--- src/aar_defines.svh ---
/*
 Register offsets, field positions, reset values, result codes and timing figures
 for the auto-acknowledge receive block. Assumes inclusion by bare name.
*/
`ifndef AAR_DEFINES_SVH
`define AAR_DEFINES_SVH

`define AAR_OFS_RADIO_STATE 8'h02
`define AAR_OFS_ACK_CTRL 8'h17
`define AAR_OFS_SLOT_CTRL 8'h2c

`define AAR_BIT_SHORT_ACK 2
`define AAR_BIT_UPLOAD 4
`define AAR_BIT_FILTER 5
`define AAR_BIT_SLOTTED 0
`define AAR_RESULT_LSB 5

`define AAR_ACK_CTRL_RST 8'h00
`define AAR_SLOT_CTRL_RST 8'h00

`define AAR_RES_SUCCESS 3'h0
`define AAR_RES_WAIT_TRIG 3'h2

`define AAR_CLK_NS 20
`define AAR_SYMBOL_NS 16000
`define AAR_SYM_CYCLES (`AAR_SYMBOL_NS / `AAR_CLK_NS)
`define AAR_TRIG_NS 16000
`define AAR_TRIG_CYCLES (`AAR_TRIG_NS / `AAR_CLK_NS)
`define AAR_STD_ACK_SYM 4'd12
`define AAR_SHORT_ACK_SYM 4'd2
`define AAR_READY_SYM 4'd3
`define AAR_TRIG_MIN_SYM 4'd2

`endif

--- src/aar_pkg.sv ---
/*
 Types shared by the auto-acknowledge receive block.
 Assumes nothing of its surroundings.
*/
package aar_pkg;

    typedef struct packed {
        logic reserved_type;
        logic ack_request;
        logic addr_match;
        logic crc_ok;
    } aar_frame_info_t;

    typedef enum logic [1:0] {
        ST_IDLE,
        ST_RX,
        ST_DELAY,
        ST_WAIT_TRIG
    } aar_state_t;

endpackage : aar_pkg

--- src/aar_rx.sv ---
/*
 Auto-acknowledge receive logic: reserved frame type handling, acknowledgement
 start timing (standard, short, slotted) and the registers that steer it.
 Assumes frame start/end strobes and frame info from logic on CLOCK, with
 address match and checksum already evaluated upstream; the trigger pin is
 asynchronous.
*/
// Summary of operation
// - Upload bit accepts reserved type frames
// - Filter bit routes reserved frames through filter
// - Unfiltered: intact reserved frame raises frame end
// - Unfiltered: no address match, no ack
// - Filtered: address filter as data frames
// - Filtered: frame end needs match and intact
// - Filtered: ack needs request and frame end
// - Upload off: reserved frames silently discarded
// - Short bit clear: ack after 12 symbols
// - Short bit set: ack after two symbols
// - Delay choice applies only when slotted is off
// - Slotted bit in slot register enables slotted
// - Slotted: ack waits for trigger rising edge
// - Waiting reports trigger pending result code
// - Slotted: ack ready three symbols after end
// - Ack transmission begins 16 us after trigger
// - Frame end event marks each accepted reception that passes its checks
// - Address match event on matching data frames and filtered reserved frames
`timescale 1ns/1ps
`include "aar_defines.svh"

module aar_rx #(
    parameter int SYM_CYCLES = `AAR_SYM_CYCLES,
    parameter int TRIG_CYCLES = `AAR_TRIG_CYCLES
) (
    input wire logic CLOCK,
    input wire logic SYS_RST,
    input wire logic AUTO_ACK_RECEIVE_MODE,
    input wire logic RX_START,
    input wire logic RX_END,
    input wire aar_pkg::aar_frame_info_t RX_INFO,
    input wire logic SLEEP_TX_TRIGGER_PIN,
    input wire logic REG_WE,
    input wire logic [7:0] REG_ADDR,
    input wire logic [7:0] REG_WDATA,
    output logic [7:0] REG_RDATA,
    output logic FRAME_DONE_EVENT,
    output logic ADDR_MATCH_EVENT,
    output logic ACK_TX_START,
    output logic ACK_READY,
    output logic AUTO_ACK_RX_BUSY,
    output logic [2:0] TRANSACTION_RESULT
);
    import aar_pkg::*;

    logic [7:0] auto_ack_extended_control;
    logic [7:0] retry_slot_control;
    logic reserved_type_upload_en;
    logic reserved_type_filter_en;
    logic short_ack_delay_sel;
    logic slotted_en;
    aar_state_t state;
    aar_state_t next_state;
    logic [15:0] cyc_cnt;
    logic [3:0] sym_cnt;
    logic [3:0] target_sym;
    logic sym_tick;
    logic frame_slotted;
    logic trig_s1;
    logic trig_s2;
    logic trig_s3;
    logic trig_edge;
    logic trig_seen;
    logic [15:0] trig_cnt;
    logic take_end;
    logic accept;
    logic done_now;
    logic match_now;
    logic ack_now;
    logic launch;

    function automatic logic [15:0] to16(input int v);
        to16 = v[15:0];
    endfunction : to16

    assign reserved_type_upload_en = auto_ack_extended_control[`AAR_BIT_UPLOAD];
    assign reserved_type_filter_en = auto_ack_extended_control[`AAR_BIT_FILTER];
    assign short_ack_delay_sel = auto_ack_extended_control[`AAR_BIT_SHORT_ACK];
    assign slotted_en = retry_slot_control[`AAR_BIT_SLOTTED];

    // Register writes
    always_ff @(posedge CLOCK) begin
        if (SYS_RST) begin
            auto_ack_extended_control <= `AAR_ACK_CTRL_RST;
            retry_slot_control <= `AAR_SLOT_CTRL_RST;
        end else if (REG_WE) begin
            if (REG_ADDR == `AAR_OFS_ACK_CTRL) begin
                auto_ack_extended_control <= REG_WDATA;
            end
            if (REG_ADDR == `AAR_OFS_SLOT_CTRL) begin
                retry_slot_control <= REG_WDATA;
            end
        end
    end

    // Register reads, unmapped offsets return zero
    always_ff @(posedge CLOCK) begin
        if (SYS_RST) begin
            REG_RDATA <= 8'h00;
        end else begin
            case (REG_ADDR)
                `AAR_OFS_ACK_CTRL: REG_RDATA <= auto_ack_extended_control;
                `AAR_OFS_SLOT_CTRL: REG_RDATA <= retry_slot_control;
                `AAR_OFS_RADIO_STATE: begin
                    REG_RDATA <= {TRANSACTION_RESULT, 5'h00};
                end
                default: REG_RDATA <= 8'h00;
            endcase
        end
    end

    // Trigger pin synchroniser and edge detect
    always_ff @(posedge CLOCK) begin
        if (SYS_RST) begin
            trig_s1 <= 1'b0;
            trig_s2 <= 1'b0;
            trig_s3 <= 1'b0;
        end else begin
            trig_s1 <= SLEEP_TX_TRIGGER_PIN;
            trig_s2 <= trig_s1;
            trig_s3 <= trig_s2;
        end
    end
    assign trig_edge = trig_s2 && !trig_s3;

    // Frame classification at end of reception
    assign take_end = RX_END && AUTO_ACK_RECEIVE_MODE;
    always_comb begin
        accept = 1'b1;
        done_now = RX_INFO.crc_ok && RX_INFO.addr_match;
        match_now = RX_INFO.addr_match;
        ack_now = done_now && RX_INFO.ack_request;
        if (RX_INFO.reserved_type) begin
            if (!reserved_type_upload_en) begin
                accept = 1'b0;
                done_now = 1'b0;
                match_now = 1'b0;
                ack_now = 1'b0;
            end else if (!reserved_type_filter_en) begin
                done_now = RX_INFO.crc_ok;
                match_now = 1'b0;
                ack_now = 1'b0;
            end else begin
                done_now = RX_INFO.crc_ok && RX_INFO.addr_match;
                ack_now = done_now && RX_INFO.ack_request;
            end
        end
    end

    always_ff @(posedge CLOCK) begin
        if (SYS_RST) begin
            FRAME_DONE_EVENT <= 1'b0;
            ADDR_MATCH_EVENT <= 1'b0;
        end else begin
            FRAME_DONE_EVENT <= take_end && accept && done_now;
            ADDR_MATCH_EVENT <= take_end && accept && match_now;
        end
    end

    // Symbol period timebase, restarted at each frame end
    assign sym_tick = (cyc_cnt == to16(SYM_CYCLES - 1));
    always_ff @(posedge CLOCK) begin
        if (SYS_RST || take_end || sym_tick) begin
            cyc_cnt <= 16'h0000;
        end else begin
            cyc_cnt <= cyc_cnt + 16'h0001;
        end
    end

    always_ff @(posedge CLOCK) begin
        if (SYS_RST || take_end) begin
            sym_cnt <= 4'h0;
        end else if (sym_tick && sym_cnt != 4'hf) begin
            sym_cnt <= sym_cnt + 4'h1;
        end
    end

    // Per-frame timing choice, latched at frame end
    always_ff @(posedge CLOCK) begin
        if (SYS_RST) begin
            target_sym <= `AAR_STD_ACK_SYM;
            frame_slotted <= 1'b0;
        end else if (take_end) begin
            frame_slotted <= slotted_en;
            if (short_ack_delay_sel) begin
                target_sym <= `AAR_SHORT_ACK_SYM;
            end else begin
                target_sym <= `AAR_STD_ACK_SYM;
            end
        end
    end

    // Trigger capture; early edges before two symbols are ignored
    always_ff @(posedge CLOCK) begin
        if (SYS_RST || state != ST_WAIT_TRIG) begin
            trig_seen <= 1'b0;
            trig_cnt <= 16'h0000;
        end else if (!trig_seen) begin
            if (trig_edge && sym_cnt >= `AAR_TRIG_MIN_SYM) begin
                trig_seen <= 1'b1;
                trig_cnt <= 16'h0000;
            end
        end else if (trig_cnt != to16(TRIG_CYCLES - 1)) begin
            trig_cnt <= trig_cnt + 16'h0001;
        end
    end

    always_ff @(posedge CLOCK) begin
        if (SYS_RST || state != ST_WAIT_TRIG) begin
            ACK_READY <= 1'b0;
        end else if (sym_tick && sym_cnt == `AAR_READY_SYM - 4'h1) begin
            ACK_READY <= 1'b1;
        end
    end

    always_comb begin
        launch = 1'b0;
        case (state)
            ST_DELAY: launch = sym_tick && (sym_cnt == target_sym - 4'h1);
            ST_WAIT_TRIG: begin
                launch = trig_seen && ACK_READY && (trig_cnt == to16(TRIG_CYCLES - 1));
            end
            default: launch = 1'b0;
        endcase
    end

    always_comb begin
        next_state = state;
        case (state)
            ST_IDLE, ST_RX: begin
                if (take_end) begin
                    if (accept && ack_now) begin
                        next_state = slotted_en ? ST_WAIT_TRIG : ST_DELAY;
                    end else begin
                        next_state = ST_IDLE;
                    end
                end else if (RX_START && AUTO_ACK_RECEIVE_MODE) begin
                    next_state = ST_RX;
                end
            end
            ST_DELAY, ST_WAIT_TRIG: begin
                if (launch) begin
                    next_state = ST_IDLE;
                end
            end
            default: next_state = ST_IDLE;
        endcase
    end

    always_ff @(posedge CLOCK) begin
        if (SYS_RST) begin
            state <= ST_IDLE;
        end else begin
            state <= next_state;
        end
    end

    always_ff @(posedge CLOCK) begin
        if (SYS_RST) begin
            ACK_TX_START <= 1'b0;
            AUTO_ACK_RX_BUSY <= 1'b0;
        end else begin
            ACK_TX_START <= launch;
            AUTO_ACK_RX_BUSY <= (next_state == ST_RX);
        end
    end

    always_ff @(posedge CLOCK) begin
        if (SYS_RST) begin
            TRANSACTION_RESULT <= `AAR_RES_SUCCESS;
        end else if (next_state == ST_WAIT_TRIG) begin
            TRANSACTION_RESULT <= `AAR_RES_WAIT_TRIG;
        end else if (launch) begin
            TRANSACTION_RESULT <= `AAR_RES_SUCCESS;
        end
    end

    // Checking helpers: cycles since frame end and since last trigger edge seen while waiting
    logic [31:0] since_end;
    logic [31:0] since_trig;
    logic unfilt;
    always_ff @(posedge CLOCK) begin
        if (SYS_RST || take_end) begin
            since_end <= 32'h0;
        end else if (since_end != 32'hffffffff) begin
            since_end <= since_end + 32'h1;
        end
    end
    always_ff @(posedge CLOCK) begin
        if (SYS_RST || (state == ST_WAIT_TRIG && !trig_seen && trig_edge)) begin
            since_trig <= 32'h0;
        end else if (since_trig != 32'hffffffff) begin
            since_trig <= since_trig + 32'h1;
        end
    end
    assign unfilt = reserved_type_upload_en && !reserved_type_filter_en;
endmodule : aar_rx
--- config.mk ---
export PLATFORM = sky130hd
export DESIGN_NAME = aar_rx
export DESIGN_NICKNAME = d
export VERILOG_FILES = /design/src/aar_pkg.sv /design/src/aar_rx.sv
export VERILOG_INCLUDE_DIRS = /design/src /design/src/src
export SDC_FILE = /design/constraint.sdc
export NUM_CORES = 1
export LEC_CHECK = 0
export BUFFER_PORTS_ARGS = -buffer_cell sky130_fd_sc_hd__buf_2
export CAP_MARGIN = 25
export CORE_MARGIN = 2
export CORE_UTILIZATION = 25
export CTS_BUF_LIST = sky130_fd_sc_hd__clkbuf_8 sky130_fd_sc_hd__clkbuf_16
export CTS_CLUSTER_DIAMETER = 30
export DETAILED_ROUTE_END_ITERATION = 7
export HOLD_SLACK_MARGIN = 0.08
export PLACE_DENSITY_LB_ADDON = 0.12
export RECOVER_POWER = 50
export SYNTH_ARGS = -nofsm -noshare
export SYNTH_HDL_FRONTEND = slang
export SYNTH_SLANG_ARGS = --single-unit
--- constraint.sdc ---
create_clock -name CLOCK -period 2 [get_ports CLOCK]
set_input_delay 0.1 -clock CLOCK [delete_from_list [all_inputs] [get_ports CLOCK]]
set_output_delay 0.1 -clock CLOCK [all_outputs]
set_load 0.01 [all_outputs]
==> Yosys cells after proc, flatten, opt, wreduce, memory -nomap -nowiden <==
Cells that the tools add are included.
{ "word_totals": {"reg_bits": 76, "inputBits": 27, "out_inout_bits": 16, "elab_cells": 93} }
{ "op_classes": {"add_sub_neg": 4, "order_cmp": 1, "n_eq_ne": 16, "muxes": 27, "reduce_logical": 27} }
{ "ops": {"columns": ["op", "count"], "rows": [
  ["$mux 16", 3],
  ["$add 16x1->16 const B", 2],
  ["$eq 16x10->1 const B", 2],
  ["$pmux 8 s3", 1],
  ["$ne 16x10->1 const B", 1],
  ["$logic_and 1x1->1", 15],
  ["$mux 1", 14],
  ["$mux 2", 6],
  ["$eq 8x2->1 const B", 1],
  ["$eq 8x5->1 const B", 1],
  ["$eq 8x6->1 const B", 1],
  ["$eq 2x2->1 const B", 3],
  ["$reduce_and 2->1", 3],
  ["$add 4x1->4 const B", 1],
  ["$eq 2x1->1 const B", 2],
  ["$eq 4x2->1 const B", 1],
  ["$eq 4x4->1", 1],
  ["$ge 4x2->1 const B", 1],
  ["$mux 4", 1],
  ["$ne 4x4->1 const B", 1],
  ["$pmux 2 s2", 1],
  ["$reduce_bool 2->1", 2],
  ["$reduce_or 2->1", 2],
  ["$sub 4x1->4 const B", 1],
  ["6 further kinds", 8]
]} }

==> Logic depth before layout (Yosys ltp) <==
Gate-level depths: netlist (run 1).
{ "depth": {"word_depth": 11, "depth_mapped": 8, "depth_no_buf": 6} }

==> Least setup slack after synthesis (run 1) <==
Ideal clock, no wire load.
{ "synth_path": {"kind": "reg-to-reg", "startpoint": "register trig_cnt[0]", "endpoint": "register state[1]", "setup_ps": 131, "arrival_ps": 1713, "required_time_ps": 1869, "setup_slack_ps": 156, "stages_incl_launch_ff": 6, "path_buffers": 0, "period_less_slack_ps": 1844, "path_cell_list": "dfxtp_1 > ha_1 > or4b_4 > nor4_4 > a32oi_1 > nor3b_1"} }
{ "synth_between": {"elab_chain_cells": 5} }
{ "synth_lines": {"columns": ["item", "line", "source"], "rows": [
  ["start: declaration", "aar_rx.sv:72", "logic [15:0] trig_cnt;"],
  ["start signal: assignment", "aar_rx.sv:212", "trig_cnt <= trig_cnt + 16'h0001;"],
  ["$eq 16x10->1", "aar_rx.sv:229", "launch = trig_seen && ACK_READY && (trig_cnt == to16(TRIG_CYCLES - 1));"],
  ["$logic_and 1x1->1", "aar_rx.sv:229", null],
  ["$pmux 1 s2", "aar_rx.sv:226", "case (state)"],
  ["$mux 2", "aar_rx.sv:250", "if (launch) begin"],
  ["$pmux 2 s2", "aar_rx.sv:237", "case (state)"],
  ["end signal: assignment", "aar_rx.sv:262", "state <= next_state;"],
  ["end: declaration", "aar_rx.sv:60", "aar_state_t state;"]
]} }
Every way passes these cells.
A chain may end at the register's enable or synchronous reset.

==> Final worst setup path (run 1) <==
{ "layout_path": {"startpoint": "register trig_cnt[1]", "endpoint": "register TRANSACTION_RESULT[1]"} }
{ "layout_between": {"elab_chain_cells": 7, "elab_cells_between_ends": 8, "classes_between": "2 x eq/ne; 4 x mux; 2 x reduce/logical"} }
{ "layout_lines": {"columns": ["item", "line", "source"], "rows": [
  ["$eq 16x10->1 (*)", "aar_rx.sv:229", null],
  ["$logic_and 1x1->1 (*)", "aar_rx.sv:229", null],
  ["$pmux 1 s2 (*)", "aar_rx.sv:226", null],
  ["$mux 2", "aar_rx.sv:250", null],
  ["$pmux 2 s2", "aar_rx.sv:237", null],
  ["$eq 2x2->1", "aar_rx.sv:279", "end else if (next_state == ST_WAIT_TRIG) begin"],
  ["$mux 2 / $reduce_bool 2->1 (equally long branches)", null, null],
  ["end signal: assignment", "aar_rx.sv:278", "TRANSACTION_RESULT <= `AAR_RES_SUCCESS;"],
  ["end signal: assignment", "aar_rx.sv:280", "TRANSACTION_RESULT <= `AAR_RES_WAIT_TRIG;"],
  ["end signal: assignment", "aar_rx.sv:282", "TRANSACTION_RESULT <= `AAR_RES_SUCCESS;"],
  ["end: declaration", "aar_rx.sv:50", "output logic [2:0] TRANSACTION_RESULT"]
]} }
Mark *: on every way between the ends. The rest lies on a longest branch, timed or not.

==> metrics.txt, run 1 <==
Ports=43; HPWL after detailed placement=5830 um; Critical path origin=trig_cnt[1]$_SDFFE_PP0P_; Slowest-stage cell, CP=or4b_4; Crit Path Max Fanout=5; DRC viols=0; max incr delay on CP=just over 0.5 ns; initial antenna violation count=0; startpoint types=flop; Mapped Area=0.00335 mm2; RePlAce Congestion=~0.76; met3 Use GR=~3.3%; WL/cell=~13 um; MaxCap Viol Count=0; Setup Skew=0.00726 ns; mux cell area share after synthesis=0%; WHS=0.118 ns; worst skew pair latency=0.34 ns; DIE AREA=0.0143 mm2; total track usage=12.2%; maximum vdd drop=0.000544 V; Max Fclk=approximately 520 MHz; total gr overflow=0; Final Non-Filler Cells=between 600 and 700; FP Rows=42; placed cell count=599; Worst-path clk slew=0.06 ns; Seq/Total Area, Yosys=44.2%; via count=around 3000; Top FF cell, synth=dfxtp_1; Area Overhead vs Synth=30.0%; CP arrival=2.13 ns; CTS H-tree lvls=3; gate count after technology mapping=between 300 and 400; ANT nets after route=0; syn avg cell area=approximately 8.8 um2; Util after Layout=33.0%; CP Capture Type=flop; CTS tree=done; Clock Path Buffers=2; Simple-Gate Fraction of Synth Area=28.6%; Setup-failing EPs final=0; Tightest Pin Transition=around 0.72 ns; RSZ-0062 raised after global routing=true; CP Class=reg -> reg; nets=roughly 480; I/O Buffers=40; leak pwr=~0.0015 uW; asr flop ratio synth=0%; final-report hold violation count=0; vias in the first global route=2823; Core Area=around 0.013 mm2; Hold Crit Class=in -> reg; first-pass GRT wire length=14000 um; final wirelength=8350 um; Initial Util=25.4%; CTS Buf Count=9; drt first-iter violations=approximately 140; R2R Path Start=trig_cnt[1]$_SDFFE_PP0P_; met1 Use GR=between 10% and 20%; GR Layer Usage met2=roughly a fifth; Final Cycle Share=95.8%; status=complete, no violations; Slew Viols, Final=0; Die X=around 120 um; critical path required time=2.22 ns; Adder-Cell Fraction of Synth Area=between 1.5 and 2%; fin crit period=around 1.9 ns; Seq cells post-synth=74; CTS Sinks=74; Clock Tree Root=clkbuf_16; Post-synth EDFFs=0; P per Cell Area=roughly 770 mW/mm2; crit-path cells=ha_2, or4b_4, nor4_4, a32oi_2, nor3b_2; drt pass-1 iters=4; combinational family with the most area after synthesis=simple AND/OR/NAND/NOR gates; # diodes=0; Yosys cell types=58; yosys warns=0; hold path startpoint=SYS_RST; Compound-Gate Fraction of Synth Area=between 10% and 20%; largest net degree at the start of global routing=18; post-synthesis xor/xnor area fraction=3.66%; layout cell share with drive strength beyond 1=19.1%; Die Span Y=120 um; GR peak layer=met2; via/cell ratio=4.74; Max transition margin=51.8%
[Yosys cell counts, drive strengths merged, types with 3 or more instances]
library cell / n / share of area [%]
o21ai: 6 / 0.90
and3: 4 / 0.75
nand4: 11 / 2.1
clkbuf: 12 / 1.3
and4: 8 / 2.1
a21oi: 42 / 6.4
nor4: 5 / 1.6
or4b: 5 / 1.7
or4: 14 / 3.4
nor2: 30 / 3.4
a211oi: 3 / 0.67
nor2b: 4 / 0.75
xor2: 10 / 2.6
xnor2: 4 / 1.0
buf: 8 / 1.5
nor3: 3 / 0.60
nand2: 29 / 3.2
dfxtp: 74 / 44
ha: 5 / 1.9
nand3: 31 / 4.6
o31ai: 13 / 2.9
a31oi: 3 / 0.56
or3: 10 / 1.9
o41ai: 3 / 1.3
a22oi: 7 / 1.6
inv: 12 / 1.3
[layer usage]
layer	part of all wire (%)	vias to the layer above
met3	3.0	7
met4	1.7	0
met5	0	-
li1	-	1554
met1	51	1398
met2	45	34
[critical path, delay by kind of cell, from the launching register on]
family / cells / cell delay [ns]
compound gates: 1 / 0.19
simple gates: 3 / 1.11
flops: 1 / 0.33
fa+ha+maj: 1 / 0.18
[report_power, final]
part	switching [uW]	total [uW]	internal, uW
clock network	633	1720	1090
registers	6.76	1490	1480
logic	65.1	126	60.9
total	705	3340	2640
[sequential cells by signal, summed over array words and instances (netlist names)]
name / cells
trig_s1: 1
cyc_cnt: 16
ACK_READY: 1
trig_s3: 1
auto_ack_extended_control: 8
REG_RDATA: 8
FRAME_DONE_EVENT: 1
target_sym: 2
ACK_TX_START: 1
state: 2
trig_cnt: 16
trig_seen: 1
AUTO_ACK_RX_BUSY: 1
retry_slot_control: 8
trig_s2: 1
sym_cnt: 4
ADDR_MATCH_EVENT: 1
TRANSACTION_RESULT: 1
[final timing paths]
| check | endpoint | slack [ns] | cells past startpoint |
|---|---|---|---|
| hold / removal | ACK_TX_START$_SDFF_PP0_ | 0.12 | 2 |
| setup reg to reg | TRANSACTION_RESULT[1]$_SDFFE_PP0P_ | 0.08 | 5 |
| setup / recovery | TRANSACTION_RESULT[1]$_SDFFE_PP0P_ | 0.08 | 5 |
| hold reg to reg | retry_slot_control[5]$_SDFFE_PP0P_ | 0.45 | 2 |
[kinds of logic after synthesis]
| family | Yosys count |
|---|---|
| simple gates | 165 |
| compound gates | 88 |
| flops | 74 |
| buf+inv | 32 |
| xor+xnor | 14 |
| fa+ha+maj | 5 |
| other cells | 1 |
[cells in the final DEF, fill, tap and decap left out, drive strengths merged, types with 8 or more instances in the layout]
cell type / netlist / routed
dlygate4sd3: 0 / 15
or3: 10 / 10
clkbuf: 12 / 27
a21oi: 42 / 42
or4: 14 / 14
inv: 12 / 14
dfxtp: 74 / 74
o31ai: 13 / 13
xor2: 10 / 10
and4: 8 / 8
nor2: 30 / 30
nand4: 11 / 11
nand2: 29 / 29
buf: 8 / 47
nand3: 31 / 31
[stage by stage]
stage          TNS [ns]  worst slack [ns]  instance area [um2]  power (uW)
6_report              0            0.0839                 4360        3340
3_3_place_gp          0             0.118                 3870        1630
3_5_place_dp          0            0.0658                 3870        1630
4_1_cts               0            0.0616                 4340        3420
5_1_grt         -0.0510           -0.0217                 4360        3480
2_1_floorplan         0             0.156                 3350        1570
[cell type report]
class | instances | area (um2)
fillers | 1425 | 8830
multi-input cells | 274 | 1760
flip-flops and latches | 74 | 1490
repair buffers | 80 | 527
clock buffers | 9 | 225
well taps | 176 | 220
clock inverters | 7 | 93.8
inverters | 12 | 45.0
[timing repair]
action                     4_1_cts  5_1_grt
hold endpoints to repair        21        0
buffers inserted                 0        2
setup endpoints to repair        0        8
resized for setup                0        7
hold buffers                    15        0
Note: power is estimated with default switching activity, not from simulation.
==> run 2: changes to the inputs <==
ABC_AREA = 1   (was not set)
BUFFER_PORTS_ARGS = -buffer_cell sky130_fd_sc_hd__buf_4   (was -buffer_cell sky130_fd_sc_hd__buf_2)
CELL_PAD_IN_SITES_DETAIL_PLACEMENT = 2   (was not set)
CELL_PAD_IN_SITES_GLOBAL_PLACEMENT = 2   (was not set)
==> metrics.txt, run 2 <==
drt first-iter violations=104 (-27%); Mapped Area=0.00355 mm2 (+6.0%); DIE AREA=0.0152 mm2 (+5.8%); Setup-failing EPs final=0 (unchanged); Sum Neg Setup Slack=0 ns (unchanged); startpoint types=flop; DRC viols=0 (unchanged); CTS Sinks=74 (unchanged); Crit Path Max Fanout=11 (+6); yosys warns=0 (unchanged); total gr overflow=0 (unchanged); via count=3532 (+18%); HPWL after detailed placement=8480 um (+45%); Clock Tree Root=clkbuf_16; gate count after technology mapping=520 (+37%); syn avg cell area=6.83 um2 (-23%); Final Non-Filler Cells=766 (+21%); RSZ-0062 raised after global routing=false; ANT nets after route=0 (unchanged); critical path required time=2.25 ns (+0.03 ns); WL/cell=14.6 um (+11%); Initial Util=25.6% (+0.20 points); via/cell ratio=4.61 (-2.6%); initial antenna violation count=0 (unchanged); layout cell share with drive strength beyond 1=11.9% (-7.1 points); Top FF cell, synth=dfxtp_1; CTS tree=done; Max Fclk=560 MHz (+7.2%); P per Cell Area=726 mW/mm2 (-5.4%); final wirelength=11200 um (+34%); synth top area cells=dfxtp_1, nand2_1, inv_1; CTS H-tree lvls=3 (unchanged); Seq cells post-synth=74 (unchanged); Setup Skew=0.00775 ns (+0.000491 ns); Post-synth EDFFs=0 (unchanged); worst skew pair latency=0.34 ns (about the same); FP Rows=43 (+2.4%); Slew Viols, Final=0 (unchanged); CTS Buf Count=9 (unchanged); largest net degree at the start of global routing=19 (+1); first-pass GRT wire length=18800 um (+35%); Die X=123 um (+2.9%); reg2reg path depth=8 (+3); placed cell count=738 (+23%); largest area contributor in the netlist=dfxtp_1; Setup WS post-layout=0.213 ns (+0.129 ns); Clock Path Buffers=2 (unchanged); total track usage=16.1% (+3.9 points); CP Capture Type=flop; nets=613 (+27%); Max transition margin=57.9% (+6.1 points); commonest non-fill, non-tap cell in the layout=nand2_1; drt pass-1 iters=4 (unchanged); leak pwr=0.00170 uW (+15%); Seq/Total Area, Yosys=41.7% (-2.5 points); vias in the first global route=3847 (+36%); RePlAce Congestion=0.763 (+0.85%); final-report hold violation count=0 (unchanged); CP Class=reg -> reg; Worst-path clk slew=0.06 ns (about the same); Yosys cell types=35 (-40%); fin crit period=1.79 ns (-0.129 ns); Hold Crit Class=in -> reg; cell with the most instances after synthesis=nand2_1; biggest regs=cyc_cnt x16, trig_cnt x16; Util after Layout=32.0% (-1.1 points); MaxCap Viol Count=0 (unchanged); commonest non-fill, non-tap cells in the layout=nand2_1, dfxtp_1, inv_1; synth cell count leaders=nand2_1, dfxtp_1, inv_1; Die Span Y=123 um (+2.9%); # diodes=0 (unchanged); status=complete, no violations; pre-CTS WS=0.125 ns (+0.0596 ns); Ports=43 (unchanged); Core Area=0.0139 mm2 (+5.2%); CP arrival=2.04 ns (-0.09 ns); Area Overhead vs Synth=24.9%; Tightest Pin Transition=0.631 ns (-0.0911 ns); asr flop ratio synth=0% (unchanged); share of the synthesized area in the top cell type=41.7% (-2.5 points); I/O Buffers=40 (unchanged); hold depth=3 (+1); maximum vdd drop=0.000358 V (-34%); WHS=0.0756 ns (-0.0422 ns); Final Cycle Share=89.3% (-6.5 points)
run 2: final timing paths:
check | start | end | slack, ns
max | cyc_cnt[0]$_SDFF_PP0_ | cyc_cnt[4]$_SDFF_PP0_ | 0.21
min reg2reg | trig_s1$_SDFF_PP0_ | trig_s2$_SDFF_PP0_ | 0.42
max reg2reg | cyc_cnt[0]$_SDFF_PP0_ | cyc_cnt[4]$_SDFF_PP0_ | 0.21
min | RX_INFO[3] | FRAME_DONE_EVENT$_SDFF_PP0_ | 0.08
run 2: layout make-up:
type	instances	area, um2
clock buffer	12	267
tap	180	225
clock inverter	4	26.3
multi-input combinational	367	1750
inverter	69	264
timing repair buffer	60	423
sequential	74	1480
fill	1674	9440
run 2: power breakdown:
part	internal (uW)	switching (uW)	total, uW
sequential	1480	7.30	1490
combinational	67.7	70.5	138
clock	938	654	1590
total	2490	732	3220
run 2: cell families after synthesis:
kind of cell | share of synthesized area, %
other | 0.106
xor gates and xnor gates | 1.48
DFF | 41.7
AOI/OAI and AO/OA | 11.2
and+or+nand+nor | 34.7
adders and majority gates | 1.76
buffers and inverters | 9.05
run 2: metrics by stage:
stage / instance area, um2 / power, uW
after CTS: 4470 / 3280
after detailed placement: 4080 / 1650
after global placement: 4080 / 1640
after floorplan: 3560 / 1580
final: 4440 / 3220
after global routing: 4440 / 3360
run 2: what timing repair did:
item                                    CTS  global route
buffers inserted                          0             2
resized for setup                         0             1
hold buffers                             10             0
endpoints found under the setup margin    0            12
endpoints found under the hold margin    18             0
run 2: per-layer routing:
layer	GRT usage, %	share of wire [%]	vias up
met5	0	0	-
met4	6.68	1.6	0
met3	2.86	2.3	10
met2	28.6	51	39
met1	19.1	45	1681
li1	-	-	1802
run 2: critical path: stages, from the launching register on:
cell and delay, ns:
dfxtp_1 0.34, ha_1 0.22, nand2_1 0.12, nor2_4 0.06
nand4_1 0.11, nor2_4 0.08, nor2_2 0.21, clkinvlp_4 0.29
nor3b_1 0.27
==> run 3: changes to the inputs <==
SETUP_SLACK_MARGIN = 0.3   (was not set)
==> metrics.txt, run 3 (synthesized netlist as in run 2, its figures left out) <==
status=complete, no violations; CP bufs+invs=2 (+1); Worst-path clk slew=0.06 ns (about the same); Initial Util=25.6% (unchanged); RePlAce Congestion=0.763 (unchanged); MaxCap Viol Count=0 (unchanged); reg2reg path depth=9 (+1); CTS Sinks=74 (unchanged); CTS Buf Count=9 (unchanged); Die Span Y=123 um (unchanged); P per Cell Area=710 mW/mm2 (-2.2%); initial antenna violation count=0 (unchanged); Max transition margin=58.2% (+0.31 points); max incr delay on CP=0.35 ns (about the same); Area Overhead vs Synth=28.2%; Setup Skew=0.00776 ns (+0.00000458 ns); maximum vdd drop=0.000358 V (about the same); fin crit period=1.63 ns (-0.152 ns); biggest regs=cyc_cnt x16, trig_cnt x16; ANT nets after route=0 (unchanged); worst skew pair latency=0.34 ns (about the same); Sum Neg Setup Slack=0 ns (unchanged); Top Family by Delay on Critical Path=simple AND/OR/NAND/NOR gates; first-pass GRT wire length=19100 um (+1.4%); Ports=43 (unchanged); commonest non-fill, non-tap cells in the layout=nand2_1, dfxtp_1, inv_1; nets=618 (+0.82%); Crit Path Max Fanout=6 (-5); leak pwr=0.00173 uW (+1.9%); total gr overflow=0 (unchanged); WL/cell=15.0 um (+2.2%); I/O Buffers=40 (unchanged); HPWL after detailed placement=8480 um (unchanged); WHS=0.0755 ns (-0.000111 ns); critical path required time=2.24 ns (about the same); Clock Tree Root=clkbuf_16; Die X=123 um (unchanged); Worst R2R Setup Slack=0.37 ns (+0.15 ns); Crit path top cell by count=nor2_4; # diodes=0 (unchanged); commonest non-fill, non-tap cell in the layout=nand2_1; vias in the first global route=3885 (+0.99%); startpoint types=flop; FP Rows=43 (unchanged); final wirelength=11500 um (+2.9%); Core Area=0.0139 mm2 (unchanged); capture point of the worst reg-to-reg path=cyc_cnt[0]$_SDFF_PP0_; DIE AREA=0.0152 mm2 (unchanged); hold path startpoint=RX_INFO[3]; drt pass-1 iters=4 (unchanged); layout cell share with drive strength beyond 1=14.9% (+2.9 points); pre-CTS WS=0.125 ns (unchanged); Max Fclk=612 MHz (+9.3%); crit-path cells=ha_2, nand2_2, nor2_4, nand4_1, nor2_4, nor2_4, clkinvlp_4, buf_4, nor2_1; total track usage=16.3% (+0.22 points); CTS tree=done; Clock Path Buffers=2 (unchanged); Hold Crit Class=in -> reg; Final Cycle Share=81.7% (-7.6 points); final-report hold violation count=0 (unchanged); Hold Path End=FRAME_DONE_EVENT$_SDFF_PP0_; Critical path origin=cyc_cnt[0]$_SDFF_PP0_; CP Class=reg -> reg; DRC viols=0 (unchanged); largest net degree at the start of global routing=19 (unchanged); RSZ-0062 raised after global routing=true; via count=3581 (+1.4%); CP Capture Type=flop; R2R Path Start=cyc_cnt[0]$_SDFF_PP0_; via/cell ratio=4.64 (+0.73%); Setup WS post-layout=0.365 ns (+0.152 ns); hold depth=3 (unchanged); CTS H-tree lvls=3 (unchanged); Slew Viols, Final=0 (unchanged); CP arrival=1.87 ns (-0.17 ns); Slowest-stage cell, CP=dfxtp_2; Tightest Pin Transition=0.626 ns (-0.00466 ns); drt first-iter violations=109 (+4.8%); Setup-failing EPs final=0 (unchanged)
-- run 3: what timing repair did --
item | CTS | global route
endpoints found under the hold margin | 18 | 0
endpoints found under the setup margin | 24 | 38
gates resized for setup | 6 | 15
hold buffers | 10 | 0
buffers inserted | 3 | 3
cloned | 1 | 0
pin swaps | 2 | 1
-- run 3: per-stage QoR --
| step | cell area (um2) | power (uW) | instances | utilization (%) |
|---|---|---|---|---|
| global placement | 4080 | 1640 | 738 | 29.4 |
| floorplan | 3560 | 1580 | 521 | - |
| detailed placement | 4080 | 1650 | 738 | 29.4 |
| CTS | 4520 | 3290 | 768 | 32.6 |
| global route | 4560 | 3370 | 771 | 32.8 |
| finish | 4560 | 3230 | 771 | 32.8 |
-- run 3: worst max path at each step --
stage / end / slack [ns] / cells after the start
floorplan: cyc_cnt[12]$_SDFF_PP0_ / 0.49 / 9
global placement: cyc_cnt[15]$_SDFF_PP0_ / 0.22 / 8
detailed placement: cyc_cnt[4]$_SDFF_PP0_ / 0.13 / 8
CTS: trig_cnt[15]$_SDFFE_PP0P_ / 0.32 / 9
global route: cyc_cnt[1]$_SDFF_PP0_ / 0.28 / 9
finish: cyc_cnt[0]$_SDFF_PP0_ / 0.37 / 9
-- run 3: power breakdown --
group / leakage [uW] / switching, uW / internal, uW
clock network: 0.000138 / 654 / 938
logic: 0.000990 / 76.1 / 76.0
registers: 0.000600 / 7.66 / 1480
total: 0.00173 / 737 / 2500
-- run 3: layer usage --
metal  up-vias  track usage [%]  routed length [um]
met5         -                0                   0
met4         0             6.68                 202
met3        11             2.86                 260
met2        38             29.2                5940
met1      1719             19.2                5140
li1       1813                -                   -
-- run 3: tightest hold or removal path: cells and delay by family --
| kind | cells | cell delay, ns |
|---|---|---|
| AND/OR/NAND/NOR | 1 | 0.10 |
| buffers and inverters | 1 | 0.09 |
| AO/OA/AOI/OAI | 1 | 0.09 |
-- run 3: layout make-up --
type / count / area [um2]
clock buffer: 12 / 267
inverter: 69 / 275
tap: 180 / 225
fill: 1660 / 9330
timing repair buffer: 64 / 465
timing repair inverter: 1 / 7.51
sequential: 74 / 1490
clock inverter: 4 / 26.3
multi-input combinational: 367 / 1800
